`config.mk`:
```
export PLATFORM = sky130hd
export DESIGN_NAME = cbl_top
export DESIGN_NICKNAME = d
export VERILOG_FILES = /design/src/cbl_cfg_ram.v /design/src/cbl_top.v
export VERILOG_INCLUDE_DIRS = /design/src
export SDC_FILE = /design/constraint.sdc
export NUM_CORES = 1
export LEC_CHECK = 0
export BUFFER_PORTS_ARGS = -buffer_cell sky130_fd_sc_hd__buf_4
export CAP_MARGIN = 30
export CORE_ASPECT_RATIO = 0.9
export CORE_MARGIN = 8
export CORE_UTILIZATION = 50
export CTS_CLUSTER_DIAMETER = 100
export DETAILED_ROUTE_END_ITERATION = 6
export PLACE_DENSITY = 0.69
export SYNTH_ARGS = -nofsm -noshare
export SYNTH_HDL_FRONTEND = slang
export SYNTH_SLANG_ARGS = --single-unit
```
`constraint.sdc`:
```
create_clock -name ref_clk -period 3.8 [get_ports ref_clk]
set_input_delay 0.76 -clock ref_clk [delete_from_list [all_inputs] [get_ports ref_clk]]
set_output_delay 0.76 -clock ref_clk [all_outputs]
set_load 0.05 [all_outputs]
```
`src/cbl_defines.vh`:
```
// Constants for the calibration bank locator: memory map, pointer, slot format.
// Assumes inclusion by cbl_top.v and the bench, not by cbl_cfg_ram.v; holds definitions only.
`ifndef CBL_DEFINES_VH
`define CBL_DEFINES_VH

// ----------------------------------------------------------------------------
// Program memory map
// ----------------------------------------------------------------------------
`define CBL_PTR_ADDR      12'h210   // First byte of bank pointer word
`define CBL_PTR_BYTES     6'd4      // Pointer word length in bytes
`define CBL_BANK0_BASE    12'h217   // First slot of bank 0
`define CBL_BANK_STRIDE   12'h09a   // Distance between banks
`define CBL_BANK_COUNT    4'd9      // Banks 0 to 8
`define CBL_SLOT_STRIDE   12'h008   // Four value bytes then four code bytes
`define CBL_SLOT_BYTES    6'd4      // Value bytes per slot
`define CBL_SLOT_COUNT    5'd19     // Coefficient slots per bank
`define CBL_CFG_BASE      12'hfc0   // Configuration registry image start
`define CBL_CFG_LAST      12'hffe   // Configuration registry image end
`define CBL_CFG_BYTES     6'd63     // Bytes in the registry image

// ----------------------------------------------------------------------------
// Pointer and slot encoding
// ----------------------------------------------------------------------------
`define CBL_PTR_ALL_ONES  32'hffffffff  // Pointer selecting bank 0
`define CBL_BYTE_MARK     2'b11         // Top two bits of each value byte
`define CBL_MARK_HI       7
`define CBL_MARK_LO       6

// ----------------------------------------------------------------------------
// Memory access timing (cycles)
// ----------------------------------------------------------------------------
`define CBL_RD_LATENCY    2'd2      // Read pulse to sample of read data

`endif

```
`src/cbl_cfg_ram.v`:
```
// Configuration register store, filled from the registry image at self-boot.
// Assumes one clock; write port from the boot loader, read data registered.
`timescale 1ns/1ps

module cbl_cfg_ram #(
  parameter WIDTH = 8,   // Bits per registry byte
  parameter DEPTH = 63,  // Registry image size
  parameter AW    = 6    // Address width
) (
  input  wire             ref_clk,
  input  wire             we,
  input  wire [AW-1:0]    waddr,
  input  wire [WIDTH-1:0] wdata,
  input  wire [AW-1:0]    raddr,
  output reg  [WIDTH-1:0] rdata
);

  // --------------------------------------------------------------------------
  // Storage
  // --------------------------------------------------------------------------
  reg [WIDTH-1:0] mem [0:DEPTH-1];  // Configuration registers

  // Write port and registered read port
  always @(posedge ref_clk) begin
    if (we) begin
      mem[waddr] <= wdata;
    end
    rdata <= mem[raddr];
  end

endmodule

```
`src/cbl_top.v`:
```
// Calibration bank locator: self-boot loader and coefficient slot access.
// Assumes a byte-wide program memory whose read data is valid two edges
// after the read pulse; writes take effect on the pulse.
//
// Function
// - Never overwrite; program replacement into next bank
// - Bank pointer word read from 210-213
// - Pointer ones-pattern selects banks zero to eight
// - Slot value bytes only; code bytes untouched
// - Slots repeat every eight bytes
// - Each coefficient has fixed fractional bit count
// - Value byte is 11 plus six bits
// - Coefficients are two's complement 24-bit values
// - Self-boot copies registry image into config registers
// - Device boots from nonvolatile memory after reset
`timescale 1ns/1ps
`include "cbl_defines.vh"

module cbl_top #(
  parameter AW = 12  // Program memory address width
) (
  input  wire          ref_clk,
  input  wire          reset,
  output reg  [AW-1:0] mem_addr,
  output reg           mem_rd,
  output reg           mem_wr,
  output reg  [7:0]    mem_wdata,
  input  wire [7:0]    mem_rdata,
  input  wire          coef_rd_req,
  input  wire          coef_wr_req,
  input  wire          bank_adv_req,
  input  wire [4:0]    coef_index,
  input  wire [23:0]   coef_wvalue,
  input  wire [5:0]    cfg_raddr,
  output wire [7:0]    cfg_rdata,
  output reg           boot_done,
  output reg           busy,
  output reg  [3:0]    bank_sel,
  output reg  [23:0]   coef_value,
  output reg  [4:0]    coef_frac,
  output reg           coef_valid,
  output reg           coef_err
);

  // --------------------------------------------------------------------------
  // States
  // --------------------------------------------------------------------------
  localparam S_PTR  = 3'd0;  // Fetch pointer word
  localparam S_CFG  = 3'd1;  // Copy registry image
  localparam S_IDLE = 3'd2;  // Wait for requests
  localparam S_RD   = 3'd3;  // Read a slot
  localparam S_WR   = 3'd4;  // Program a slot
  localparam S_ADV  = 3'd5;  // Program the pointer word

  // --------------------------------------------------------------------------
  // Functions
  // --------------------------------------------------------------------------
  // Pointer word to bank number
  function [3:0] ptr_to_bank;
    input [31:0] ptr;
    integer n;
    begin
      ptr_to_bank = 4'd0;  // No pattern matched: bank 0
      for (n = 1; n < 9; n = n + 1) begin
        if (ptr == (`CBL_PTR_ALL_ONES << n)) begin
          ptr_to_bank = n[3:0];
        end
      end
    end
  endfunction

  // Fixed-point position of each slot
  function [4:0] frac_bits;
    input [4:0] idx;
    begin
      case (idx)
        5'd0, 5'd5:   frac_bits = 5'd22;
        5'd2:         frac_bits = 5'd14;
        5'd3:         frac_bits = 5'd19;
        5'd4, 5'd10:  frac_bits = 5'd21;
        5'd11, 5'd12: frac_bits = 5'd24;
        5'd15, 5'd17: frac_bits = 5'd1;
        default:      frac_bits = 5'd8;
      endcase
    end
  endfunction

  // Slot start address for a bank and index
  function [11:0] slot_addr;
    input [3:0] bank;
    input [4:0] idx;
    reg   [15:0] sum;
    begin
      sum = {4'h0, `CBL_BANK0_BASE} + ({12'h000, bank} * {4'h0, `CBL_BANK_STRIDE})
            + ({11'h000, idx} * {4'h0, `CBL_SLOT_STRIDE});
      slot_addr = sum[11:0];
    end
  endfunction

  // --------------------------------------------------------------------------
  // State
  // --------------------------------------------------------------------------
  reg [2:0]  state;       // Sequencer state
  reg [5:0]  cnt;         // Byte counter within a transfer
  reg [1:0]  pend;        // Access phase: 0 issue, then wait
  reg [11:0] base;        // Start address of the transfer
  reg [31:0] shreg;       // Assembled bytes or bytes to write
  reg        bad;         // Malformed value byte seen
  reg        cfg_we;      // Registry store write
  reg [5:0]  cfg_waddr;   // Registry store address
  reg [7:0]  cfg_wdata;   // Registry store data
  reg [4:0]  idx;         // Slot being accessed
  reg [3:0]  new_bank;    // Bank being opened

  wire [3:0]  next_bank  = bank_sel + 4'd1;  // Next unused bank
  wire        last_bank  = (bank_sel == `CBL_BANK_COUNT - 4'd1);
  wire        idx_ok     = (coef_index < `CBL_SLOT_COUNT);
  wire [5:0]  len        = (state == S_CFG) ? `CBL_CFG_BYTES : `CBL_PTR_BYTES;
  wire        last_byte  = (cnt == len - 6'd1);
  wire [11:0] byte_addr  = base + {6'h00, cnt};

  // --------------------------------------------------------------------------
  // Registry store
  // --------------------------------------------------------------------------
  cbl_cfg_ram #(
    .WIDTH (8),
    .DEPTH (63),
    .AW    (6)
  ) u_cfg (
    .ref_clk (ref_clk),
    .we      (cfg_we),
    .waddr   (cfg_waddr),
    .wdata   (cfg_wdata),
    .raddr   (cfg_raddr),
    .rdata   (cfg_rdata)
  );

  // --------------------------------------------------------------------------
  // Sequencer
  // --------------------------------------------------------------------------
  // Boot from pointer and registry, then serve slot requests
  always @(posedge ref_clk) begin
    if (reset) begin
      state      <= S_PTR;
      cnt        <= 6'd0;
      pend       <= 2'd0;
      base       <= `CBL_PTR_ADDR;
      shreg      <= 32'h00000000;
      bad        <= 1'b0;
      cfg_we     <= 1'b0;
      cfg_waddr  <= 6'd0;
      cfg_wdata  <= 8'h00;
      idx        <= 5'd0;
      new_bank   <= 4'd0;
      mem_addr   <= {AW{1'b0}};
      mem_rd     <= 1'b0;
      mem_wr     <= 1'b0;
      mem_wdata  <= 8'h00;
      boot_done  <= 1'b0;
      busy       <= 1'b1;
      bank_sel   <= 4'd0;
      coef_value <= 24'h000000;
      coef_frac  <= 5'd0;
      coef_valid <= 1'b0;
      coef_err   <= 1'b0;
    end else begin
      mem_rd     <= 1'b0;
      mem_wr     <= 1'b0;
      cfg_we     <= 1'b0;
      coef_valid <= 1'b0;
      coef_err   <= 1'b0;
      case (state)
        // Read transfers: pointer, registry image, slot value
        S_PTR, S_CFG, S_RD: begin
          if (pend == 2'd0) begin
            mem_addr <= byte_addr[AW-1:0];
            mem_rd   <= 1'b1;
            pend     <= 2'd1;
          end else if (pend != `CBL_RD_LATENCY) begin
            pend <= pend + 2'd1;
          end else begin
            pend  <= 2'd0;
            cnt   <= cnt + 6'd1;
            shreg <= {shreg[23:0], mem_rdata};  // First byte most significant
            if (state == S_RD && mem_rdata[`CBL_MARK_HI:`CBL_MARK_LO] != `CBL_BYTE_MARK) begin
              bad <= 1'b1;
            end
            if (state == S_CFG) begin
              cfg_we    <= 1'b1;
              cfg_waddr <= cnt;
              cfg_wdata <= mem_rdata;
            end
            if (last_byte) begin
              cnt <= 6'd0;
              case (state)
                S_PTR: begin
                  bank_sel <= ptr_to_bank({shreg[23:0], mem_rdata});
                  base     <= `CBL_CFG_BASE;
                  state    <= S_CFG;
                end
                S_CFG: begin
                  boot_done <= 1'b1;
                  busy      <= 1'b0;
                  state     <= S_IDLE;
                end
                default: begin
                  // Six-bit groups joined into a signed 24-bit value
                  coef_value <= {shreg[21:16], shreg[13:8], shreg[5:0], mem_rdata[5:0]};
                  coef_frac  <= frac_bits(idx);
                  coef_valid <= 1'b1;
                  coef_err   <= bad | (mem_rdata[`CBL_MARK_HI:`CBL_MARK_LO] != `CBL_BYTE_MARK);
                  busy       <= 1'b0;
                  state      <= S_IDLE;
                end
              endcase
            end
          end
        end
        // Accept one request at a time
        S_IDLE: begin
          if (coef_rd_req) begin
            if (idx_ok) begin
              idx   <= coef_index;
              base  <= slot_addr(bank_sel, coef_index);
              bad   <= 1'b0;
              busy  <= 1'b1;
              state <= S_RD;
            end else begin
              coef_err <= 1'b1;  // Unknown slot
            end
          end else if (coef_wr_req) begin
            if (idx_ok && !last_bank) begin
              idx   <= coef_index;
              base  <= slot_addr(next_bank, coef_index);
              shreg <= {`CBL_BYTE_MARK, coef_wvalue[23:18], `CBL_BYTE_MARK, coef_wvalue[17:12],
                        `CBL_BYTE_MARK, coef_wvalue[11:6], `CBL_BYTE_MARK, coef_wvalue[5:0]};
              busy  <= 1'b1;
              state <= S_WR;
            end else begin
              coef_err <= 1'b1;  // Unknown slot or no unused bank left
            end
          end else if (bank_adv_req) begin
            if (!last_bank) begin
              new_bank <= next_bank;
              base     <= `CBL_PTR_ADDR;
              shreg    <= `CBL_PTR_ALL_ONES << next_bank;
              busy     <= 1'b1;
              state    <= S_ADV;
            end else begin
              coef_err <= 1'b1;
            end
          end
        end
        // Write transfers: four value bytes or the pointer word, code bytes never touched
        S_WR, S_ADV: begin
          if (pend == 2'd0) begin
            mem_addr  <= byte_addr[AW-1:0];
            mem_wdata <= shreg[31:24];
            mem_wr    <= 1'b1;
            pend      <= 2'd1;
          end else begin
            pend  <= 2'd0;
            shreg <= {shreg[23:0], 8'h00};
            cnt   <= cnt + 6'd1;
            if (last_byte) begin
              cnt   <= 6'd0;
              busy  <= 1'b0;
              state <= S_IDLE;
              if (state == S_ADV) begin
                bank_sel <= new_bank;
              end
            end
          end
        end
        default: begin
          state <= S_IDLE;
        end
      endcase
    end
  end

endmodule

```
* Word-level counts from Yosys, hierarchy flattened
Memories as Yosys holds them, arrays and structs flattened. A register that Yosys moved wholly into a read port is not among the register bits.
Cells that the tools add are included.
** Storage, ports and cells
- Output and inout bits :: 67
- Bits of input ports :: 48
- Memories kept :: 2
- RAM bits :: 504
- ROM bits :: 160
- Bits in latches :: 0
- Register bits after elaboration :: 134
** Cells by class
- Shift-type cells :: 1
- Reductions and logical operators :: 32
- Bitwise logic cells :: 10
- Equality and inequality tests :: 37
- Magnitude comparators :: 1
- $add $sub $neg :: 9
- Mux-type cells :: 98
- Divide/modulo/power cells :: 0
- $mul :: 2
** Memory list
- u_cfg.mem :: words 63, width 8, read ports 1, clocked after memory_dff 1, wr ports 1, line cbl_cfg_ram.v:21 : reg [WIDTH-1:0] mem [0:DEPTH-1];
- (name not given) :: words 32, width 5, read ports 1, clocked after memory_dff 1, wr ports 0, line cbl_top.v:76 : case (idx)
** Operators with widths (count)
- == test 32 bit, second input constant :: 8
- two-way mux 32 bit :: 8
- two-way mux 12 bit :: 10
- one-hot mux 32 bit (3 select lines) :: 1
- two-way mux 4 bit :: 14
- two-way mux 1 bit :: 34
- two-way mux 3 bit :: 11
- left shift 32 x 4 -> 32 bit, first input constant :: 1
- two-way mux 6 bit :: 5
- != test 2 bit, second input constant :: 14
- adder 10 x 12 -> 12 bit, first input constant :: 2
- adder 12 x 8 -> 12 bit :: 2
- one-hot mux 12 bit (2 select lines) :: 1
- multiplier 4 x 7 -> 11 bit, second input constant :: 2
- two-way mux 5 bit :: 4
- AND reduction 9 bit :: 2
- AND reduction 8 bit :: 2
- AND reduction 5 bit :: 3
- adder 12 x 6 -> 12 bit :: 1
- != test 3 bit, second input constant :: 4
- != test 4 bit, second input constant :: 3
- one-hot mux 6 bit (2 select lines) :: 1
- AND reduction 4 bit :: 3
- AND reduction 11 bit :: 1
- other kinds (31) :: 53

* Logic depth before layout (Yosys ltp)
- Word-level depth :: 14
- Mapped depth :: 18

* By module
A second synthesis with hierarchy kept.
** Unflattened totals
- Cell total of the unflattened synthesis :: 1982
- Area total of the unflattened synthesis :: 28048.2 um^2
** By module, submodules not included
- cbl_cfg_ram :: cells an instance 951, instances 1, seq. area each 15294.7 um^2, area an instance 19844.0 um^2
- cbl_top :: cells an instance 1031, instances 1, seq. area each 2782.7 um^2, area an instance 8204.1 um^2

* Worst setup path before layout
No wires, ideal clock.
- Kind :: register to register
- Start :: register bank_sel[2]
- End :: register base[11]
- Path slack :: -0.779 ns
- Data arrival time :: 4.447 ns
- Cell stages (with the launch flop) :: 19
- Buffers on the path :: 0
- Library setup time :: 0.132 ns
- Cells stage by stage :: dfxtp_1 ha_1 nand2_1 xor2_1 inv_1 ha_1 ha_1 ha_1 fa_1 a21o_1 a21oi_1 xnor2_1 ha_1 o21a_1 a2bb2oi_1 a31oi_1 xor2_1 a221oi_1 nor3_1
** Between the ends
- Cells in the longest elaborated chain, start to end :: 8
- Elaborated cells on any way between the ends :: 18
- Classes of those cells :: add/sub: 5; mul: 2; eq/ne: 3; mux: 5; reduce/logical: 3
** RTL lines
- start, declared :: line cbl_top.v:38 : output reg [3:0] bank_sel,
- start signal, assigned :: line cbl_top.v:197 : bank_sel <= ptr_to_bank({shreg[23:0], mem_rdata});
- start signal, assigned :: line cbl_top.v:270 : bank_sel <= new_bank;
- adder 4 x 1 -> 4 bit :: line cbl_top.v:115 : wire [3:0] next_bank = bank_sel + 4'd1;
- net next_bank[3] :: line cbl_top.v:115
- multiplier 4 x 7 -> 11 bit :: line cbl_top.v:94 : sum = {4'h0, `CBL_BANK0_BASE} + ({12'h000, bank} * {4'h0, `CBL_BANK_STRIDE})
- adder 10 x 12 -> 12 bit :: line cbl_top.v:94
- adder 12 x 8 -> 12 bit :: line cbl_top.v:94
- two-way mux 12 bit :: line cbl_top.v:232 : if (idx_ok && !last_bank) begin
- two-way mux 12 bit :: line cbl_top.v:231 : end else if (coef_wr_req) begin
- two-way mux 12 bit :: line cbl_top.v:221 : if (coef_rd_req) begin
- one-hot mux 12 bit (2 select lines) :: line cbl_top.v:172 : case (state)
- end signal, assigned :: line cbl_top.v:224 : base <= slot_addr(bank_sel, coef_index);
- end signal, assigned :: line cbl_top.v:234 : base <= slot_addr(next_bank, coef_index);
- end signal, assigned :: line cbl_top.v:245 : base <= `CBL_PTR_ADDR;
- end, declared :: line cbl_top.v:106 : reg [11:0] base;
The timed path passes the listed nets, and every way through them passes these cells. The select of a mux whose other input is x is not followed.
A chain may end at the register's enable or synchronous reset.

* Final worst setup path
- Start :: register bank_sel[1]
- End :: register base[10]
Same word-level chain as after synthesis.

==> run summary <==
Synthesized area: 0.0278 sq mm
Initial antenna violation count: 1
Seq/Total Area, Yosys: 0.650
Area after DPL: 0.0299 sq mm
FF-to-FF path depth: 17
Power per cell area: 457 mW/mm^2
P_leak: 11.0 nW
Synth area leaders: edfxtp_1, mux4_2, dfxtp_1
Row count: 82
Dpl cells: 2638
Final setup vio count: 0
Initial DRC count: 1681
Ys flop type: edfxtp_1
Final HPWL DP: 44200 um
Synth Net Count: 1986
Largest net degree at the start of global routing: 73
Endpoint type of the worst setup path: flop
Layout area overhead: 16.4%
Fin nets: 2140
Overall routed net length: 67600 um
Die outline height: 240 um
Post-synth EDFFs: 504
Synth Warn #: 0
# DRC: 0
H-tree Lvls: 3
Drt first pass iters: 5
Worst min path class: input port to flop
Top-count cell post-synth: edfxtp_1
Fin crit share: 0.983
CTS Root Cell: clkbuf_16
Num ports: 115
Total gr overflow: 0
Clock sink count: 651
Layout cells sized above 1: 0.253
Slew Viols, Final: 0
# Max-Cap Violations: 0
DR vias/cell: 6.04
Crit path max fanout: 4
First-pass GRT wire length: 103000 um
Final instance area: 0.0324 sq mm
Final core occ: 0.586
Antenna diodes: 0
Worst-path clk slew: 60 ps
Antenna viol nets, final: 0
Chip width: 265 um
Setup CP Type: flop to flop
GPL Wtd Cong: 0.878
Final Non-Filler Cells: 2779
Post-synth cell types: 76
Synthesized instance count: 1858
Unrepaired setup endpoints after global routing: yes
Core ar.: 0.0553 sq mm
Synth cell count leaders: edfxtp_1, nand2_1, mux4_2
Num CTS Buffers: 67
I/O Buffers: 114
Avg Inst Size Synth: 15.0 sq um
Later-pin clock latency in the skew report: 600 ps
GRT Overall Usage: 0.211
Fmax: 0.268 GHz
Critical Path AT: 4190 ps
Yosys reg bits: 651
TritonCTS clock tree: built
Vias in the first global route: 16855
Worst hold path depth: 3
Synth area leader: edfxtp_1
Largest vdd supply drop: 0.000298 V
Setup_tns: 0 ps
Routed wire per std cell: 24.3 um
Worst EP required: 4260 ps
Asr flop ratio synth: 0
Final Hold Viols: 0
Clk buf depth: 3
Via Count: 16790
Worst slew margin: 0.242
Starting density of the core: 0.503
Die ar.: 0.0635 sq mm
Clk_skew: 22.3 ps
Least-Margin Pin Slew: 1140 ps
Worst Setup Start Kind: flop
Status: complete, no violations
Yosys top cell area share: 0.544
Post-layout minimum cycle time: 3730 ps
==> final timing paths <==
path                       startpoint                   endpoint  slack (ps)
max          bank_sel[1]$_SDFFE_PP0P_      base[10]$_SDFFE_PP0P_          70
min                      mem_rdata[7]  cfg_wdata[7]$_SDFFE_PP0P_         450
max reg2reg  bank_sel[1]$_SDFFE_PP0P_      base[10]$_SDFFE_PP0P_          70
min reg2reg  mem_addr[3]$_SDFFE_PP0P_   mem_addr[3]$_SDFFE_PP0P_         460
==> registers in the layout (all words and copies together) (netlist names), 8 cells and up <==
name	cells
base	12
cfg_wdata	8
coef_value	24
mem_addr	12
mem_wdata	8
shreg	32
u_cfg.mem	504
u_cfg.rdata	8
==> layout by cell type, fill, tap and decap left out, types with 8 or more instances in the layout <==
cell / n
a211oi_1: 15
a21o_1: 11
a21oi_1: 117
a221o_1: 9
a22o_1: 9
a311oi_1: 13
buf_12: 8
buf_4: 174
clkbuf_1: 10
clkbuf_16: 70
clkinv_1: 12
clkinv_2: 12
dfxtp_1: 135
dfxtp_2: 9
edfxtp_1: 504
ha_1: 57
ha_4: 18
inv_1: 38
mux2i_1: 16
mux4_2: 153
nand2_1: 172
nand2b_1: 13
nand3_1: 19
nand3b_1: 17
nand4_1: 13
nor2_1: 150
nor2b_1: 14
nor3_1: 28
o211ai_1: 22
o21a_1: 8
o21ai_0: 33
o21ai_1: 9
xnor2_1: 16
==> cells by family after synthesis <==
| logic type | after synthesis | share of synthesized area |
|---|---|---|
| simple gates | 467 | 0.0762 |
| buf+inv | 147 | 0.0213 |
| fa+ha+maj | 80 | 0.0373 |
| mux | 170 | 0.130 |
| compound gates | 316 | 0.0768 |
| flops | 651 | 0.650 |
| xor+xnor | 27 | 0.00850 |
==> layer usage <==
| layer | global-route usage | part of all wire | vias up |
|---|---|---|---|
| li1 | - | - | 7531 |
| met1 | 0.299 | 0.44 | 8458 |
| met2 | 0.326 | 0.46 | 667 |
| met3 | 0.0457 | 0.075 | 132 |
| met4 | 0.0696 | 0.028 | 2 |
| met5 | 0 | 0.00019 | - |
==> metrics by stage <==
step	worst slack [ps]	hold WS, ps	total power [mW]
2_1_floorplan	-16.1	432	8.28
3_3_place_gp	-9.32	440	8.53
3_5_place_dp	-108	448	8.54
4_1_cts	2.50	419	14.9
5_1_grt	-96.0	442	15.2
6_report	66.4	453	14.8
==> cell type report <==
type	count	area, sq um
fill	4126	22900
sequential	651	18100
multi-input combinational	1060	9520
clock buffer	85	1850
timing repair buffer	188	1550
tap	714	893
clock inverter	37	294
inverter	44	179
==> critical path: stages (launching register included) <==
cell      delay, ps
dfxtp_4         370
ha_4            170
nand2_4          70
xor2_4          170
inv_2            80
ha_4            270
ha_4            190
ha_4            160
fa_2            340
a21o_1          180
a21oi_2         190
nor2b_1          70
o21a_1          190
xnor2_2         190
ha_1            270
or3_1           360
a31oi_1         190
a211oi_1        100
==> what timing repair did <==
| item | 4_1_cts | 5_1_grt |
|---|---|---|
| hold buffers | 0 | 0 |
| pin swaps | 13 | 21 |
| buffers inserted | 9 | 7 |
| resized for setup | 4 | 26 |
| setup endpoints to repair | 3 | 6 |
==> power by group <==
group	switching [mW]	internal, mW
clock network	2.71	3.68
logic	0.439	0.336
registers	0.0308	7.60
total	3.17	11.6
(Power assumes the default switching activity.)
